<file path="config.mk">
export PLATFORM = sky130hd
export DESIGN_NAME = mic_ctrl
export DESIGN_NICKNAME = d
export VERILOG_FILES = /design/src/hdl/mic_pkg.sv /design/src/hdl/mic_ctrl.sv
export VERILOG_INCLUDE_DIRS = /design/src /design/src/hdl
export SDC_FILE = /design/constraint.sdc
export NUM_CORES = 1
export LEC_CHECK = 0
export CORE_MARGIN = 2
export CORE_UTILIZATION = 48
export DETAILED_ROUTE_END_ITERATION = 8
export DONT_BUFFER_PORTS = 1
export PLACE_DENSITY_LB_ADDON = 0.2
export SLEW_MARGIN = 20
export SYNTH_ARGS = -nofsm -noshare
export SYNTH_HDL_FRONTEND = slang
export SYNTH_SLANG_ARGS = --single-unit
</file>
<file path="constraint.sdc">
create_clock -name mclk_i -period 19.41 [get_ports mclk_i]
set_input_delay 0.9705 -clock mclk_i [delete_from_list [all_inputs] [get_ports mclk_i]]
set_output_delay 0.9705 -clock mclk_i [all_outputs]
set_load 0.02 [all_outputs]
</file>
<file path="src/hdl/mic_defines.svh">
// constants of the maskable interrupt priority controller
// assumes: included by the package and the controller module only
`ifndef MIC_DEFINES_SVH
`define MIC_DEFINES_SVH

`define MIC_NSRC          12
`define MIC_LVL0          2'h0
`define MIC_LVL1          2'h1
`define MIC_LVL2          2'h2

// word index of each register, byte address is four times it
`define MIC_IDX_REQ       3'h0
`define MIC_IDX_EN        3'h1
`define MIC_IDX_PLO       3'h2
`define MIC_IDX_PHI       3'h3
`define MIC_IDX_CTRL      3'h4
`define MIC_IDX_STAT      3'h5

// control word fields
`define MIC_CTRL_MEN      0
`define MIC_CTRL_PUSE     1
`define MIC_CTRL_XP       2
`define MIC_RST_CTRL      3'h0
`define MIC_RST_SRC       12'h000

// entry counter start values, one below the cycle count; the second with the code segment saved
`define MIC_ENTRY_LAST    5'h0d
`define MIC_ENTRY_LAST_XP 5'h10

// vectors in source order; source index rises with vector address
`define MIC_VEC_TABLE {16'h0070, 16'h006e, 16'h0038, 16'h0032, 16'h0030, 16'h002c, \
	16'h002a, 16'h0028, 16'h0022, 16'h0020, 16'h000e, 16'h000a}

`endif

</file>
<file path="src/hdl/mic_pkg.sv">
// types of the maskable interrupt priority controller
// assumes: mic_defines.svh is on the include path
`include "mic_defines.svh"

package mic_pkg;

	typedef enum logic [1:0] {
		MIC_IDLE  = 2'b01,
		MIC_ENTRY = 2'b10
	} mic_fsm_t;

	// peripheral event strobes, one cycle each, same clock
	typedef struct packed {
		logic timer1_ovf;
		logic rt_evt_a;
		logic rt_evt_b;
		logic serial_rdy;
		logic serial_tmr_ovf;
		logic gp_tmr_ovf;
		logic adc_done;
		logic pwc_underflow;
		logic pwc_match;
	} mic_evt_t;

	typedef struct packed {
		mic_fsm_t              fsm;
		logic [4:0]            cnt;
		logic                  xp;
		logic                  cseg;
		logic                  take;
		logic [15:0]           vec;
		logic [3:0]            last_src;
		logic [2:0]            lvl_busy;
		logic [`MIC_NSRC-1:0]  req;
		logic [`MIC_NSRC-1:0]  en;
		logic [`MIC_NSRC-1:0]  plo;
		logic [`MIC_NSRC-1:0]  phi;
		logic [2:0]            ctrl;
		logic                  ack;
		logic [31:0]           dat;
		logic [3:0]            pin_s1;
		logic [3:0]            pin_s2;
		logic [3:0]            pin_s3;
	} mic_state_t;

endpackage : mic_pkg

</file>
<file path="src/hdl/mic_ctrl.sv">
// maskable interrupt priority controller with a classic wishbone slave
// assumes: cpu core runs on mclk_i, sequences entry from irq_take_o and
// pulses ret_i once per return_from_interrupt; external pins are async
//
// Overview of operation
// - source event sets bit, acceptance clears it
// - software may write request bits either way
// - per-source enable blocks or permits its interrupt
// - master enable zero blocks every maskable interrupt
// - only requested and doubly enabled sources compete
// - priority-use off means no check against levels in progress
// - two priority bits give levels 0, 1, 2
// - nothing in progress means immediate generation
// - need strictly higher level; nmi holds all
// - highest level wins, then lowest vector
// - accept clears request, master enable; pushes level
// - entry takes fourteen cycles, seventeen when expanded
// - return pops top level, sets master enable
// - expanded mode also saves code segment register
// - each source owns a fixed vector
// - counter underflow and match share one bit
`timescale 1ns/100ps
`include "mic_defines.svh"

module mic_ctrl
	import mic_pkg::*;
(
	input  wire logic        mclk_i,
	input  wire logic        nrst_i,
	input  wire logic        ce_i,
	input  wire logic        wb_cyc_i,
	input  wire logic        wb_stb_i,
	input  wire logic        wb_we_i,
	input  wire logic [4:0]  wb_adr_i,
	input  wire logic [3:0]  wb_sel_i,
	input  wire logic [31:0] wb_dat_i,
	output logic      [31:0] wb_dat_o,
	output logic             wb_ack_o,
	input  wire mic_evt_t    evt_i,
	input  wire logic        ext_pin_irq_0_i,
	input  wire logic        ext_pin_irq_1_i,
	input  wire logic        ext_pin_irq_2_i,
	input  wire logic        ext_pin_irq_3_i,
	input  wire logic        nmi_busy_i,
	input  wire logic        ret_i,
	output logic             irq_take_o,
	output logic      [15:0] vec_o,
	output logic             entry_busy_o,
	output logic      [4:0]  entry_cnt_o,
	output logic             cseg_save_o,
	output logic             master_en_o,
	output logic             prio_use_o,
	output logic      [2:0]  lvl_busy_o
);

	localparam logic [`MIC_NSRC*16-1:0] VEC_TABLE = `MIC_VEC_TABLE;

	mic_state_t s_r;
	mic_state_t s_nxt;

	// level of one source from its two priority bits
	function automatic logic [1:0] src_level(input logic hi, input logic lo);
		logic [1:0] l;
		l = `MIC_LVL0;
		if (hi)
			l = `MIC_LVL2;
		else if (lo)
			l = `MIC_LVL1;
		return l;
	endfunction

	// byte-lane merge for a twelve-bit register in the low lanes
	function automatic logic [`MIC_NSRC-1:0] lane_merge(
		input logic [`MIC_NSRC-1:0] old_v,
		input logic [31:0]          wr_v,
		input logic [3:0]           sel
	);
		logic [`MIC_NSRC-1:0] m;
		m = old_v;
		if (sel[0])
			m[7:0] = wr_v[7:0];
		if (sel[1])
			m[`MIC_NSRC-1:8] = wr_v[`MIC_NSRC-1:8];
		return m;
	endfunction

	logic [`MIC_NSRC-1:0] hw_set;
	logic [`MIC_NSRC-1:0] pend;
	logic [3:0]           pin_rise;
	logic [1:0]           best_lvl;
	logic [3:0]           best_idx;
	logic                 best_ok;
	logic [1:0]           lvl;
	logic                 lvl_ok;
	logic                 bus_req;
	logic                 do_ret;
	logic [2:0]           idx;

	always_comb begin
		s_nxt = s_r;
		s_nxt.take = 1'b0;
		s_nxt.ack = 1'b0;
		best_lvl = `MIC_LVL0;
		best_idx = 4'h0;
		best_ok = 1'b0;
		lvl = `MIC_LVL0;
		lvl_ok = 1'b0;
		idx = wb_adr_i[4:2];

		// pins pass two flops; the third only feeds edge detection
		s_nxt.pin_s1 = {ext_pin_irq_3_i, ext_pin_irq_2_i, ext_pin_irq_1_i, ext_pin_irq_0_i};
		s_nxt.pin_s2 = s_r.pin_s1;
		s_nxt.pin_s3 = s_r.pin_s2;
		pin_rise = s_r.pin_s2 & ~s_r.pin_s3;

		hw_set = {pin_rise[3], pin_rise[2], pin_rise[1],
			evt_i.pwc_underflow | evt_i.pwc_match,
			evt_i.adc_done, evt_i.gp_tmr_ovf, evt_i.serial_tmr_ovf, evt_i.serial_rdy,
			evt_i.rt_evt_b, evt_i.rt_evt_a, evt_i.timer1_ovf, pin_rise[0]};

		pend = s_r.req & s_r.en & {`MIC_NSRC{s_r.ctrl[`MIC_CTRL_MEN]}};

		// ascending scan: a later source only wins on a strictly higher level
		for (int i = 0; i < `MIC_NSRC; i++) begin
			lvl = src_level(s_r.phi[i], s_r.plo[i]);
			if (!s_r.ctrl[`MIC_CTRL_PUSE])
				lvl_ok = 1'b1;
			else
				lvl_ok = ~|(s_r.lvl_busy >> lvl);
			if (pend[i] && lvl_ok && (!best_ok || lvl > best_lvl)) begin
				best_ok = 1'b1;
				best_lvl = lvl;
				best_idx = 4'(i);
			end
		end
		if (nmi_busy_i)
			best_ok = 1'b0;

		// register bus, one wait state, ack dropped after one cycle
		bus_req = wb_cyc_i && wb_stb_i && !s_r.ack;
		if (bus_req) begin
			s_nxt.ack = 1'b1;
			s_nxt.dat = 32'h0;
			if (wb_we_i) begin
				unique case (idx)
					`MIC_IDX_REQ:  s_nxt.req = lane_merge(s_r.req, wb_dat_i, wb_sel_i);
					`MIC_IDX_EN:   s_nxt.en = lane_merge(s_r.en, wb_dat_i, wb_sel_i);
					`MIC_IDX_PLO:  s_nxt.plo = lane_merge(s_r.plo, wb_dat_i, wb_sel_i);
					`MIC_IDX_PHI:  s_nxt.phi = lane_merge(s_r.phi, wb_dat_i, wb_sel_i);
					`MIC_IDX_CTRL: begin
						if (wb_sel_i[0])
							s_nxt.ctrl = wb_dat_i[2:0];
					end
					default: ;
				endcase
			end else begin
				unique case (idx)
					`MIC_IDX_REQ:  s_nxt.dat[`MIC_NSRC-1:0] = s_r.req;
					`MIC_IDX_EN:   s_nxt.dat[`MIC_NSRC-1:0] = s_r.en;
					`MIC_IDX_PLO:  s_nxt.dat[`MIC_NSRC-1:0] = s_r.plo;
					`MIC_IDX_PHI:  s_nxt.dat[`MIC_NSRC-1:0] = s_r.phi;
					`MIC_IDX_CTRL: s_nxt.dat[2:0] = s_r.ctrl;
					`MIC_IDX_STAT: s_nxt.dat[15:0] = {s_r.last_src, 2'h0, s_r.fsm[1],
						1'b0, s_r.lvl_busy, s_r.cnt};
					default: ;
				endcase
			end
		end

		// return wins over acceptance in the same idle cycle
		do_ret = ret_i && s_r.fsm == MIC_IDLE;
		unique case (s_r.fsm)
			MIC_IDLE: begin
				if (do_ret) begin
					if (s_r.lvl_busy[2])
						s_nxt.lvl_busy[2] = 1'b0;
					else if (s_r.lvl_busy[1])
						s_nxt.lvl_busy[1] = 1'b0;
					else
						s_nxt.lvl_busy[0] = 1'b0;
					s_nxt.ctrl[`MIC_CTRL_MEN] = 1'b1;
				end else if (best_ok) begin
					s_nxt.req[best_idx] = 1'b0;
					s_nxt.ctrl[`MIC_CTRL_MEN] = 1'b0;
					s_nxt.lvl_busy[best_lvl] = 1'b1;
					s_nxt.vec = VEC_TABLE[best_idx*16 +: 16];
					s_nxt.last_src = best_idx;
					s_nxt.take = 1'b1;
					s_nxt.xp = s_r.ctrl[`MIC_CTRL_XP];
					s_nxt.fsm = MIC_ENTRY;
					s_nxt.cnt = s_r.ctrl[`MIC_CTRL_XP] ? `MIC_ENTRY_LAST_XP : `MIC_ENTRY_LAST;
				end
			end
			MIC_ENTRY: begin
				if (s_r.cnt == 5'h0)
					s_nxt.fsm = MIC_IDLE;
				else
					s_nxt.cnt = s_r.cnt - 5'h1;
			end
			default: s_nxt.fsm = MIC_IDLE;
		endcase

		s_nxt.cseg = s_nxt.fsm == MIC_ENTRY && s_nxt.xp && s_nxt.cnt > `MIC_ENTRY_LAST;

		s_nxt.req = s_nxt.req | hw_set;
	end

	always_ff @(posedge mclk_i or negedge nrst_i) begin
		if (!nrst_i) begin
			s_r.fsm <= MIC_IDLE;
			s_r.cnt <= 5'h0;
			s_r.xp <= 1'b0;
			s_r.cseg <= 1'b0;
			s_r.take <= 1'b0;
			s_r.vec <= 16'h0;
			s_r.last_src <= 4'h0;
			s_r.lvl_busy <= 3'h0;
			s_r.req <= `MIC_RST_SRC;
			s_r.en <= `MIC_RST_SRC;
			s_r.plo <= `MIC_RST_SRC;
			s_r.phi <= `MIC_RST_SRC;
			s_r.ctrl <= `MIC_RST_CTRL;
			s_r.ack <= 1'b0;
			s_r.dat <= 32'h0;
			s_r.pin_s1 <= 4'h0;
			s_r.pin_s2 <= 4'h0;
			s_r.pin_s3 <= 4'h0;
		end else if (ce_i) begin
			s_r <= s_nxt;
		end
	end

	assign wb_dat_o = s_r.dat;
	assign wb_ack_o = s_r.ack;
	assign irq_take_o = s_r.take;
	assign vec_o = s_r.vec;
	assign entry_busy_o = s_r.fsm[1];
	assign entry_cnt_o = s_r.cnt;
	assign cseg_save_o = s_r.cseg;
	assign master_en_o = s_r.ctrl[`MIC_CTRL_MEN];
	assign prio_use_o = s_r.ctrl[`MIC_CTRL_PUSE];
	assign lvl_busy_o = s_r.lvl_busy;

endmodule // mic_ctrl

</file>
==> results.py, run 1 <==
metrics = {
    "cts": {
        "cts_resized": 0,
        "cts.sink_count": 103,
        "htree_levels": 3,
        "tritoncts": "done",
        "cts_buffer_depth": 2,
        "path_clk_slew_ns": 0.07,
        "root_buffer": "sky130_fd_sc_hd__clkbuf_16",
        "clk-insertion-delay-late_ns": 0.35,
        "post_cts.repair.setup_buffers": 0,
        "cts.hold.buffers_added": 0,
        "cts_buffers": 9,
    },
    "power": {
        "total_switching_power_uw": 323,
        "power_density_nw_per_um2": 108,
        "combPwrFrac": 0.381,
        "pwr-share-clk": 0.230,
        "power_report.internal_total_uw": 474,
        "power_consumption_uw": 798,
        "worst_ir_drop_vdd_uv": 57.8,
        "seq_power_share": 0.389,
        "power.switching_fraction": 0.405,
        "power.leakage_uw": 0.00328,
    },
    "place": {
        "port_buffers": 0,
        "dp_hpwl_um": 14300,
        "placement.cell_area_um2": 7060,
        "finalWeightedCongestion": 0.943,
    },
    "timing": {
        "max_slew.worst_pin.slew_ns": 1.03,
        "fin_hold_ws_ns": 0.306,
        "finalMaxSlewViolations": 0,
        "hold_viol": 0,
        "fmaxAchievable_mhz": 58.6,
        "timing.max_slew.rel_slack": 0.304,
        "finalCriticalPeriod_ns": 17.08,
        "setup_total_negative_slack_ns": 0,
        "grt_setup_unrepaired": "no",
        "clock_skew_ns": 0.00986,
        "post-route-period-util": 0.880,
        "finalSetupViolCount": 0,
    },
    "synth": {
        "synth_seq_area_share": 0.356,
        "synth.ff_latch_count": 103,
        "ys_warn_count": 0,
        "number_of_synthesized_flops_with_an_enable_pin": 0,
        "syn-mean-instance-area_um2": 9.17,
        "synth_cell_types": 75,
        "syn_area_um2": 7240,
        "yosys_most_used_dff": "sky130_fd_sc_hd__dfrtp_1",
        "fraction_of_registers_with_async_set_reset": 1.00,
        "gate_count_of_the_mapped_netlist": 790,
    },
    "global_route": {
        "maximum_number_of_pins_on_one_net_before_global_route_repair": 104,
        "gr-total-overflow": 0,
        "grt.total_usage": 0.239,
        "grt_antenna_before_repair": 0,
        "first_global_vias": 5441,
        "global_route_wire_length_before_repair_um": 30100,
    },
    "cells_and_area": {
        "finalInstanceArea_um2": 7350,
        "layout-drive-gt1-share": 0.141,
        "layout-area-overhead-vs-synth_pct": 1.55,
        "antenna-diode-count": 0,
        "finish.net_count": 829,
        "mostFrequentLayoutCells": "sky130_fd_sc_hd__dfrtp_1, sky130_fd_sc_hd__nand2_1, sky130_fd_sc_hd__mux2_2",
        "layout_commonest_cell": "sky130_fd_sc_hd__dfrtp_1",
    },
    "worst_setup_path": {
        "r2r_endpoint": "vec_o[3]",
        "critical_path.n_buffers_inverters": 9,
        "crit_family": "compound AO/OA/AOI/OAI gates",
        "setup.reg_to_reg.worst_slack_ns": 2.33,
        "worstReg2RegStart": "prio_use_o",
        "reg2regPathDepth": 82,
        "critical-path-slowest-cell": "sky130_fd_sc_hd__dfrtp_1",
        "critical-path-top-cell-by-count": "sky130_fd_sc_hd__ha_1",
        "required_ns": 19.68,
        "setup.worst_path.class": "reg -> reg",
        "critPathMaxStageDelay_ns": 0.88,
        "timing.critical_path.arrival_ns": 17.34,
        "critical_path.endpoint_type": "register",
        "critPathLaunchType": "register",
        "critical_path_peak_fanout": 18,
    },
    "route": {
        "num_vias": 5810,
        "remaining_drc_errors": 0,
        "drt_wl_total_um": 19100,
        "first_iter_violations": 567,
        "vias_per_cell": 6.25,
        "route.detailed.wl_per_inst_um": 20.6,
        "detail-route-antenna-nets": 0,
        "detail_route.first_pass.iterations": 5,
    },
    "floorplanning": {
        "top_level_ports": 124,
        "dieWidth_um": 127,
        "coreArea_um2": 14600,
        "chipHeight_um": 127,
        "placement_rows": 44,
        "die-area_um2": 16100,
        "start_util": 0.495,
    },
    "status": {
        "status": "complete, no violations",
    },
    "flow_run": {
        "max_cap_violations": 0,
    },
    "worst_hold_path": {
        "holdCritPathClass": "in -> async",
    },
}
==> routing by layer <==
layer	up-vias	track usage	part of all wire
li1	2701	-	-
met1	2826	0.324	0.44
met2	248	0.390	0.46
met3	35	0.0553	0.076
met4	0	0.0582	0.021
met5	-	0	0
==> power by group through the flow <==
stage,logic (uW),clock network [uW],registers (uW)
after floorplan,280,0,282
after global placement,292,0,313
after detailed placement,298,0,315
after CTS,301,186,311
after global routing,339,194,315
final,304,183,311
==> worst register-to-register path: cells and delay by family, from the launching register on <==
family	cells	cell delay [ns]
flip-flops	1	0.88
buffers and inverters	9	1.15
AO/OA/AOI/OAI	35	7.00
multiplexers	4	1.34
AND/OR/NAND/NOR	22	3.37
adder cells (fa/ha/maj)	12	3.28
==> flip-flops by register name, indices dropped and copies added, names as in the netlist <==
| name | flops |
|---|---|
| cseg_save_o | 1 |
| entry_busy_o | 1 |
| entry_cnt_o | 5 |
| irq_take_o | 1 |
| lvl_busy_o | 3 |
| master_en_o | 1 |
| prio_use_o | 1 |
| s_nxt | 8 |
| s_r | 59 |
| vec_o | 6 |
| wb_ack_o | 1 |
| wb_dat_o | 16 |
==> synth_stat cells (6+ instances only) <==
cell	instances	area share
sky130_fd_sc_hd__nor4_1	7	0.0060
sky130_fd_sc_hd__nand2_1	84	0.044
sky130_fd_sc_hd__o22ai_1	9	0.0078
sky130_fd_sc_hd__nor2_1	33	0.017
sky130_fd_sc_hd__nand3_1	19	0.013
sky130_fd_sc_hd__a32o_1	7	0.0097
sky130_fd_sc_hd__mux2i_1	17	0.023
sky130_fd_sc_hd__inv_1	41	0.021
sky130_fd_sc_hd__o221ai_1	7	0.0085
sky130_fd_sc_hd__mux2_2	60	0.093
sky130_fd_sc_hd__o21ai_0	47	0.032
sky130_fd_sc_hd__buf_4	57	0.059
sky130_fd_sc_hd__nor2b_1	21	0.018
sky130_fd_sc_hd__mux4_2	6	0.019
sky130_fd_sc_hd__nor3_1	13	0.0090
sky130_fd_sc_hd__and3_1	9	0.0078
sky130_fd_sc_hd__clkbuf_1	23	0.012
sky130_fd_sc_hd__and2_1	6	0.0052
sky130_fd_sc_hd__dfrtp_1	102	0.35
sky130_fd_sc_hd__nand2b_1	30	0.026
sky130_fd_sc_hd__a31oi_1	11	0.0095
sky130_fd_sc_hd__nand4_1	9	0.0078
sky130_fd_sc_hd__a22oi_1	12	0.012
sky130_fd_sc_hd__a22o_1	8	0.0097
sky130_fd_sc_hd__a21oi_1	29	0.020
sky130_fd_sc_hd__ha_1	25	0.043
==> worst max-delay path by stage <==
stage | startpoint | end | slack (ns) | cells after the start
CTS | prio_use_o | vec_o[3] | 2.44 | 82
finish | prio_use_o | vec_o[3] | 2.33 | 82
floorplan | master_en_o | vec_o[3] | 4.79 | 82
detailed placement | prio_use_o | vec_o[3] | 2.54 | 82
global placement | prio_use_o | vec_o[3] | 3.10 | 82
global route | prio_use_o | vec_o[3] | 0.79 | 81
==> logic make-up after synthesis <==
family / count (synthesis) / share of synthesized area
buf+inv: 131 / 0.0983
other cells: 1 / 0.000518
mux: 83 / 0.135
flops: 103 / 0.356
xor+xnor: 1 / 0.00121
compound gates: 194 / 0.189
fa+ha+maj: 25 / 0.0432
simple gates: 252 / 0.176
==> layout make-up <==
type	instances	area, um2
Multi-Input combinational cell	581	4050
Tap cell	184	230
Clock buffer	11	243
Clock inverter	4	55.1
Sequential cell	103	2580
Timing Repair Buffer	5	37.5
Inverter	42	158
Fill cell	1352	7290
==> stage by stage <==
stage	cells	utilization	worst slack [ns]
after floorplan	815	-	4.79
after global placement	915	0.482	3.10
after detailed placement	915	0.482	2.54
after CTS	930	0.502	2.44
after global routing	930	0.502	0.789
final	930	0.502	2.33
Power figures use the tool's default switching activity.
==> run 2: changes to the inputs <==
--- a/config.mk
+++ b/config.mk
@@ -6,8 +6,11 @@
 export SDC_FILE = /design/constraint.sdc
 export NUM_CORES = 1
 export LEC_CHECK = 0
+export CELL_PAD_IN_SITES_DETAIL_PLACEMENT = 0
+export CELL_PAD_IN_SITES_GLOBAL_PLACEMENT = 2
 export CORE_MARGIN = 2
-export CORE_UTILIZATION = 48
+export CORE_UTILIZATION = 41
+export CTS_BUF_LIST = sky130_fd_sc_hd__clkbuf_2 sky130_fd_sc_hd__clkbuf_4 sky130_fd_sc_hd__clkbuf_8
 export DETAILED_ROUTE_END_ITERATION = 8
 export DONT_BUFFER_PORTS = 1
 export PLACE_DENSITY_LB_ADDON = 0.2
==> run 2 against run 1 <==
Effect of this change: critical path depth unchanged; power decreased by 5.1%; worst hold slack got worse by 0.053 ns; via count decreased by 1.9%; largest power group unchanged; count of clock-buffer cells in the layout unchanged; maximum frequency decreased by 0.77%; largest cell class unchanged; cell count increased by 4.4%; global-route usage decreased by 1.4 points; flip-flop and latch count unchanged; critical path type unchanged.
==> results.py, run 2 (synthesis gave the netlist of run 1 again) <==
metrics = {
    "global_route": {
        "grt_util_met2": 0.369,
        "use_met1": 0.298,
        "gr-total-overflow": 0,
        "grt.total_usage": 0.225,
        "grt_util_met3": 0.0641,
        "global_route_wire_length_before_repair_um": 31800,
        "first_global_vias": 5506,
        "maximum_number_of_pins_on_one_net_before_global_route_repair": 104,
        "grt_most_used_layer": "met2",
        "grt_antenna_before_repair": 1,
    },
    "timing": {
        "finalSetupViolCount": 0,
        "post-route-period-util": 0.887,
        "max_slew.worst_pin.slew_ns": 0.933,
        "finalMaxSlewViolations": 0,
        "fmaxAchievable_mhz": 58.1,
        "timing.max_slew.rel_slack": 0.378,
        "finalCriticalPeriod_ns": 17.21,
        "hold_viol": 0,
        "grt_setup_unrepaired": "no",
        "setup_total_negative_slack_ns": 0,
        "clock_skew_ns": 0.0176,
    },
    "power": {
        "seq_power_share": 0.411,
        "power.switching_fraction": 0.426,
        "worst_ir_drop_vdd_uv": 52.1,
        "total_switching_power_uw": 323,
        "power_density_nw_per_um2": 104,
        "power_report.internal_total_uw": 435,
        "power.leakage_uw": 0.00325,
        "pwr-share-clk": 0.187,
        "combPwrFrac": 0.402,
    },
    "cells_and_area": {
        "multi_input_combinational_cell_area_um2": 4050,
        "finish.net_count": 829,
        "antenna-diode-count": 0,
        "finish.utilization": 0.422,
        "mostFrequentLayoutCells": "sky130_fd_sc_hd__dfrtp_1, sky130_fd_sc_hd__nand2_1, sky130_fd_sc_hd__mux2_2",
        "final-instance-count-excl-fill": 971,
        "flip_flop_count_of_the_largest_register_all_copies_and_words_added": 59,
        "layout.area.seq_um2": 2580,
        "largest_register": "s_r",
        "layout_commonest_cell": "sky130_fd_sc_hd__dfrtp_1",
        "layout-area-overhead-vs-synth_pct": 0.881,
        "layout-drive-gt1-share": 0.142,
        "fillerInstances": 1737,
    },
    "worst_setup_path": {
        "critical_path_peak_fanout": 18,
        "critPathMaxStageDelay_ns": 0.96,
        "setup.worst_path.start": "prio_use_o",
        "required_ns": 19.73,
        "crit_family": "compound AO/OA/AOI/OAI gates",
        "critical_path.n_buffers_inverters": 9,
        "worstReg2RegStart": "prio_use_o",
        "critPathLaunchType": "register",
        "critical-path-slowest-cell": "sky130_fd_sc_hd__dfrtp_1",
        "timing.critical_path.arrival_ns": 17.53,
        "setup.worst_path.class": "reg -> reg",
        "critical-path-top-cell-by-count": "sky130_fd_sc_hd__ha_1",
        "critical_path.endpoint_type": "register",
    },
    "floorplanning": {
        "chipHeight_um": 137,
        "top_level_ports": 124,
        "dieWidth_um": 137,
        "start_util": 0.419,
        "coreArea_um2": 17300,
        "placement_rows": 48,
        "die-area_um2": 18700,
    },
    "cts": {
        "cts_resized": 0,
        "htree_levels": 3,
        "cts_buffer_depth": 2,
        "clk-insertion-delay-late_ns": 0.40,
        "cts.sink_count": 103,
        "path_clk_slew_ns": 0.10,
        "post_cts.repair.setup_buffers": 0,
        "tritoncts": "done",
        "cts.hold.buffers_added": 0,
        "root_buffer": "sky130_fd_sc_hd__clkbuf_8",
        "cts_buffers": 9,
    },
    "route": {
        "vias_per_cell": 5.87,
        "detail_route.first_pass.iterations": 5,
        "route.detailed.wl_per_inst_um": 21.1,
        "detail-route-antenna-nets": 0,
        "num_vias": 5701,
        "remaining_drc_errors": 0,
        "drt_wl_total_um": 20500,
        "first_iter_violations": 359,
    },
    "status": {
        "status": "complete, no violations",
    },
    "place": {
        "placed_cells_incl_taps": 956,
        "dp_hpwl_um": 15300,
        "finalWeightedCongestion": 0.817,
        "port_buffers": 0,
    },
    "worst_hold_path": {
        "holdCritPathClass": "in -> async",
    },
    "flow_run": {
        "max_cap_violations": 0,
    },
}
-- run 2: cell types whose count changed in the layout (fill, tap and decap cells not counted), sizes merged --
cell / delta
clkinvlp: -1
inv: +1
-- run 2: per-stage QoR --
step	area [um2]	worst slack (ns)	power, uW	hold WS [ns]
after floorplan	7340	4.79	562	0.446
after global placement	7110	2.73	614	0.468
after detailed placement	7110	2.28	620	0.469
after CTS	7310	2.19	764	0.236
after global routing	7310	0.726	816	0.219
final	7310	2.20	757	0.252
-- run 2: path summary, 6_finish.rpt --
kind / end / depth (start not counted) / slack, ns
setup / recovery: vec_o[3] / 82 / 2.20
hold / removal: wb_dat_o[6] / 0 / 0.25
setup reg to reg: vec_o[3] / 82 / 2.20
hold reg to reg: s_r[101] / 2 / 0.49
max in group asynchronous: s_r[127] / 0 / 18.93
min in group mclk_i: s_r[101] / 2 / 0.49
-- run 2: power by group through the flow --
stage	sequential, uW	clock (uW)	combinational [uW]
6_report	311	142	305
5_1_grt	317	156	342
4_1_cts	312	147	305
3_5_place_dp	316	0	304
3_3_place_gp	314	0	300
2_1_floorplan	282	0	280
-- run 2: routing by layer --
layer	vias up	share of wire
met2	147	0.48
met5	-	0.00039
li1	2690	-
met1	2845	0.44
met3	17	0.065
met4	2	0.011
-- run 2: cell type report --
class	instances	share of cell area
multi-input combinational	581	0.555
sequential	103	0.353
tap	225	0.0385
inverter	42	0.0216
clock buffer	11	0.0199
clock inverter	4	0.00719
timing repair buffer	5	0.00514
==> run 3: changes to the inputs <==
--- a/config.mk
+++ b/config.mk
@@ -6,10 +6,11 @@
 export SDC_FILE = /design/constraint.sdc
 export NUM_CORES = 1
 export LEC_CHECK = 0
+export ABC_AREA = 1
 export CELL_PAD_IN_SITES_DETAIL_PLACEMENT = 0
 export CELL_PAD_IN_SITES_GLOBAL_PLACEMENT = 2
 export CORE_MARGIN = 2
-export CORE_UTILIZATION = 41
+export CORE_UTILIZATION = 37
 export CTS_BUF_LIST = sky130_fd_sc_hd__clkbuf_2 sky130_fd_sc_hd__clkbuf_4 sky130_fd_sc_hd__clkbuf_8
 export DETAILED_ROUTE_END_ITERATION = 8
 export DONT_BUFFER_PORTS = 1
==> run 3 against run 2 <==
Effect of this change: cell count up 17%; count of clock-buffer cells in the layout decreased by 2; maximum frequency up 21%; synthesized cell count grew 19%; critical path type unchanged.
==> results.py, run 3 <==
metrics = {
    "status": {
        "status": "complete, no violations",
    },
    "flow_run": {
        "max_cap_violations": 0,
    },
    "worst_hold_path": {
        "holdCritPathClass": "in -> async",
    },
    "route": {
        "remaining_drc_errors": 0,
        "vias_per_cell": 5.31,
        "route.detailed.wl_per_inst_um": 18.7,
        "detail_route.first_pass.iterations": 7,
        "detail-route-antenna-nets": 0,
        "num_vias": 6038,
        "drt_wl_total_um": 21200,
        "first_iter_violations": 358,
    },
    "worst_setup_path": {
        "required_ns": 19.67,
        "critical-path-slowest-cell": "sky130_fd_sc_hd__dfrtp_1",
        "critPathLaunchType": "register",
        "timing.critical_path.arrival_ns": 14.47,
        "setup.worst_path.class": "reg -> reg",
        "setup.reg_to_reg.worst_slack_ns": 5.20,
        "critPathMaxStageDelay_ns": 0.85,
        "critical-path-top-cell-by-count": "sky130_fd_sc_hd__nand2_1",
        "critical_path.endpoint_type": "register",
        "critical_path_peak_fanout": 12,
    },
    "synth": {
        "yosys.cell_count.top_type": "sky130_fd_sc_hd__nand2_1",
        "ys_warn_count": 0,
        "synth_area_leader_cell": "sky130_fd_sc_hd__dfrtp_1",
        "synth_cell_types": 47,
        "synth_top_cells_by_count": "sky130_fd_sc_hd__nand2_1, sky130_fd_sc_hd__inv_1, sky130_fd_sc_hd__o21ai_0",
        "synth.ff_latch_count": 103,
        "syn_area_um2": 6850,
        "gate_count_of_the_mapped_netlist": 940,
        "number_of_synthesized_flops_with_an_enable_pin": 0,
        "ys_top_cells_by_area": "sky130_fd_sc_hd__dfrtp_1, sky130_fd_sc_hd__nand2_1, sky130_fd_sc_hd__o21ai_0",
        "fraction_of_registers_with_async_set_reset": 1.00,
        "synth_top_area_share": 0.373,
        "syn-mean-instance-area_um2": 7.29,
        "synth_seq_area_share": 0.376,
        "yosys_most_used_dff": "sky130_fd_sc_hd__dfrtp_1",
    },
    "timing": {
        "clock_skew_ns": 0.0126,
        "finalSetupViolCount": 0,
        "setup_total_negative_slack_ns": 0,
        "finalMaxSlewViolations": 0,
        "finalCriticalPeriod_ns": 14.21,
        "timing.max_slew.rel_slack": 0.371,
        "max_slew.worst_pin.slew_ns": 0.937,
        "hold_viol": 0,
        "post-route-period-util": 0.732,
        "worst_slack_ns": 5.20,
        "grt_setup_unrepaired": "no",
        "fmaxAchievable_mhz": 70.4,
    },
    "floorplanning": {
        "placement_rows": 49,
        "die-area_um2": 19600,
        "start_util": 0.379,
        "dieWidth_um": 140,
        "coreArea_um2": 18100,
        "top_level_ports": 124,
        "chipHeight_um": 140,
    },
    "power": {
        "power.leakage_uw": 0.00346,
        "power_density_nw_per_um2": 89.5,
        "worst_ir_drop_vdd_uv": 47.6,
    },
    "cts": {
        "cts_resized": 0,
        "cts_buffers": 9,
        "htree_levels": 3,
        "cts.sink_count": 103,
        "cts_buffer_depth": 2,
        "root_buffer": "sky130_fd_sc_hd__clkbuf_8",
        "post_cts.repair.setup_buffers": 0,
        "cts.hold.buffers_added": 0,
        "path_clk_slew_ns": 0.11,
        "tritoncts": "done",
        "clk-insertion-delay-late_ns": 0.40,
    },
    "global_route": {
        "first_global_vias": 5937,
        "grt.total_usage": 0.222,
        "gr-total-overflow": 0,
        "grt_antenna_before_repair": 0,
        "maximum_number_of_pins_on_one_net_before_global_route_repair": 104,
        "global_route_wire_length_before_repair_um": 33400,
    },
    "cells_and_area": {
        "layout-drive-gt1-share": 0.0649,
        "mostFrequentLayoutCells": "sky130_fd_sc_hd__nand2_1, sky130_fd_sc_hd__inv_1, sky130_fd_sc_hd__o21ai_0",
        "flip_flop_count_of_the_largest_register_all_copies_and_words_added": 59,
        "antenna-diode-count": 0,
        "largest_register": "s_r",
        "layout_commonest_cell": "sky130_fd_sc_hd__nand2_1",
        "fillerInstances": 1949,
        "layout-area-overhead-vs-synth_pct": 1.48,
        "finish.net_count": 991,
    },
    "place": {
        "place_ws_ns": 5.28,
        "dp_hpwl_um": 16000,
        "port_buffers": 0,
        "finalWeightedCongestion": 0.869,
    },
}
==> run 3: cell types whose count changed in the layout (fill, tap and decap cells not counted), moves of 8 or more <==
cell,before,now
sky130_fd_sc_hd__o21ai_1,3,19
sky130_fd_sc_hd__mux2i_1,17,1
sky130_fd_sc_hd__nand3_1,19,44
sky130_fd_sc_hd__mux2_2,60,0
sky130_fd_sc_hd__a31oi_1,11,2
sky130_fd_sc_hd__nor2_1,33,53
sky130_fd_sc_hd__nand2_1,84,249
sky130_fd_sc_hd__nand2b_1,30,0
sky130_fd_sc_hd__a22o_1,8,0
sky130_fd_sc_hd__inv_1,41,118
sky130_fd_sc_hd__nor2b_1,21,0
sky130_fd_sc_hd__and3_1,9,0
sky130_fd_sc_hd__o21ai_0,47,113
sky130_fd_sc_hd__nand2_2,0,11
==> run 3: layer usage <==
metal | global-route usage | share of wire
met1 | 0.305 | 0.47
met2 | 0.359 | 0.46
met3 | 0.0352 | 0.054
met4 | 0.0723 | 0.019
met5 | 0 | 0
==> run 3: final timing paths <==
| kind | start | endpoint | cells past startpoint |
|---|---|---|---|
| max | lvl_busy_o[1] | s_r[93] | 99 |
| min | nrst_i | wb_dat_o[0] | 0 |
| max reg2reg | lvl_busy_o[1] | s_r[93] | 99 |
| min reg2reg | s_nxt[7] | s_nxt[7] | 2 |
| max in group asynchronous | nrst_i | s_r[127] | 0 |
| min in group mclk_i | s_nxt[7] | s_nxt[7] | 2 |
==> run 3: final cells by class <==
| class | count | area [um2] | share of cell area |
|---|---|---|---|
| multi-input cells | 660 | 3380 | 0.486 |
| flip-flops and latches | 103 | 2580 | 0.371 |
| inverters | 126 | 475 | 0.0684 |
| well taps | 229 | 287 | 0.0412 |
| clock buffers | 9 | 124 | 0.0178 |
| clock inverters | 7 | 81.3 | 0.0117 |
| repair buffers | 4 | 30.0 | 0.00432 |
==> run 3: cell families (layout without fill, tap and decap cells) <==
logic type,Yosys count,after routing,share of synthesized area
AOI/OAI and AO/OA,221,221,0.187
xor gates and xnor gates,2,2,0.00256
adders and majority gates,25,25,0.0457
buffers and inverters,202,146,0.144
DFF,103,103,0.376
muxes,1,1,0.00146
other,1,26,0.000547
and+or+nand+nor,385,385,0.242
==> run 3: power by group <==
group	internal, uW	switching [uW]	leakage [uW]	total (uW)
clock	61.3	87.9	0.0000940	149
sequential	242	49.2	0.00133	291
combinational	61.4	121	0.00204	182
total	365	258	0.00346	622
==> run 3: worst max-delay path: cells and delay by family, from the launching register on <==
family,cells,cell delay [ns]
buffers and inverters,16,1.27
and+or+nand+nor,52,4.96
adders and majority gates,12,3.27
DFF,1,0.85
AOI/OAI and AO/OA,19,3.71
==> run 3: stage by stage <==
step / instance area, um2 / total power, uW / utilization / cells / hold WS [ns]
2_1_floorplan: 6950 / 446 / - / 965 / 0.442
3_3_place_gp: 6750 / 473 / 0.373 / 1122 / 0.454
3_5_place_dp: 6750 / 477 / 0.373 / 1122 / 0.459
4_1_cts: 6950 / 626 / 0.384 / 1138 / 0.238
5_1_grt: 6950 / 662 / 0.384 / 1138 / 0.238
6_report: 6950 / 622 / 0.384 / 1138 / 0.254
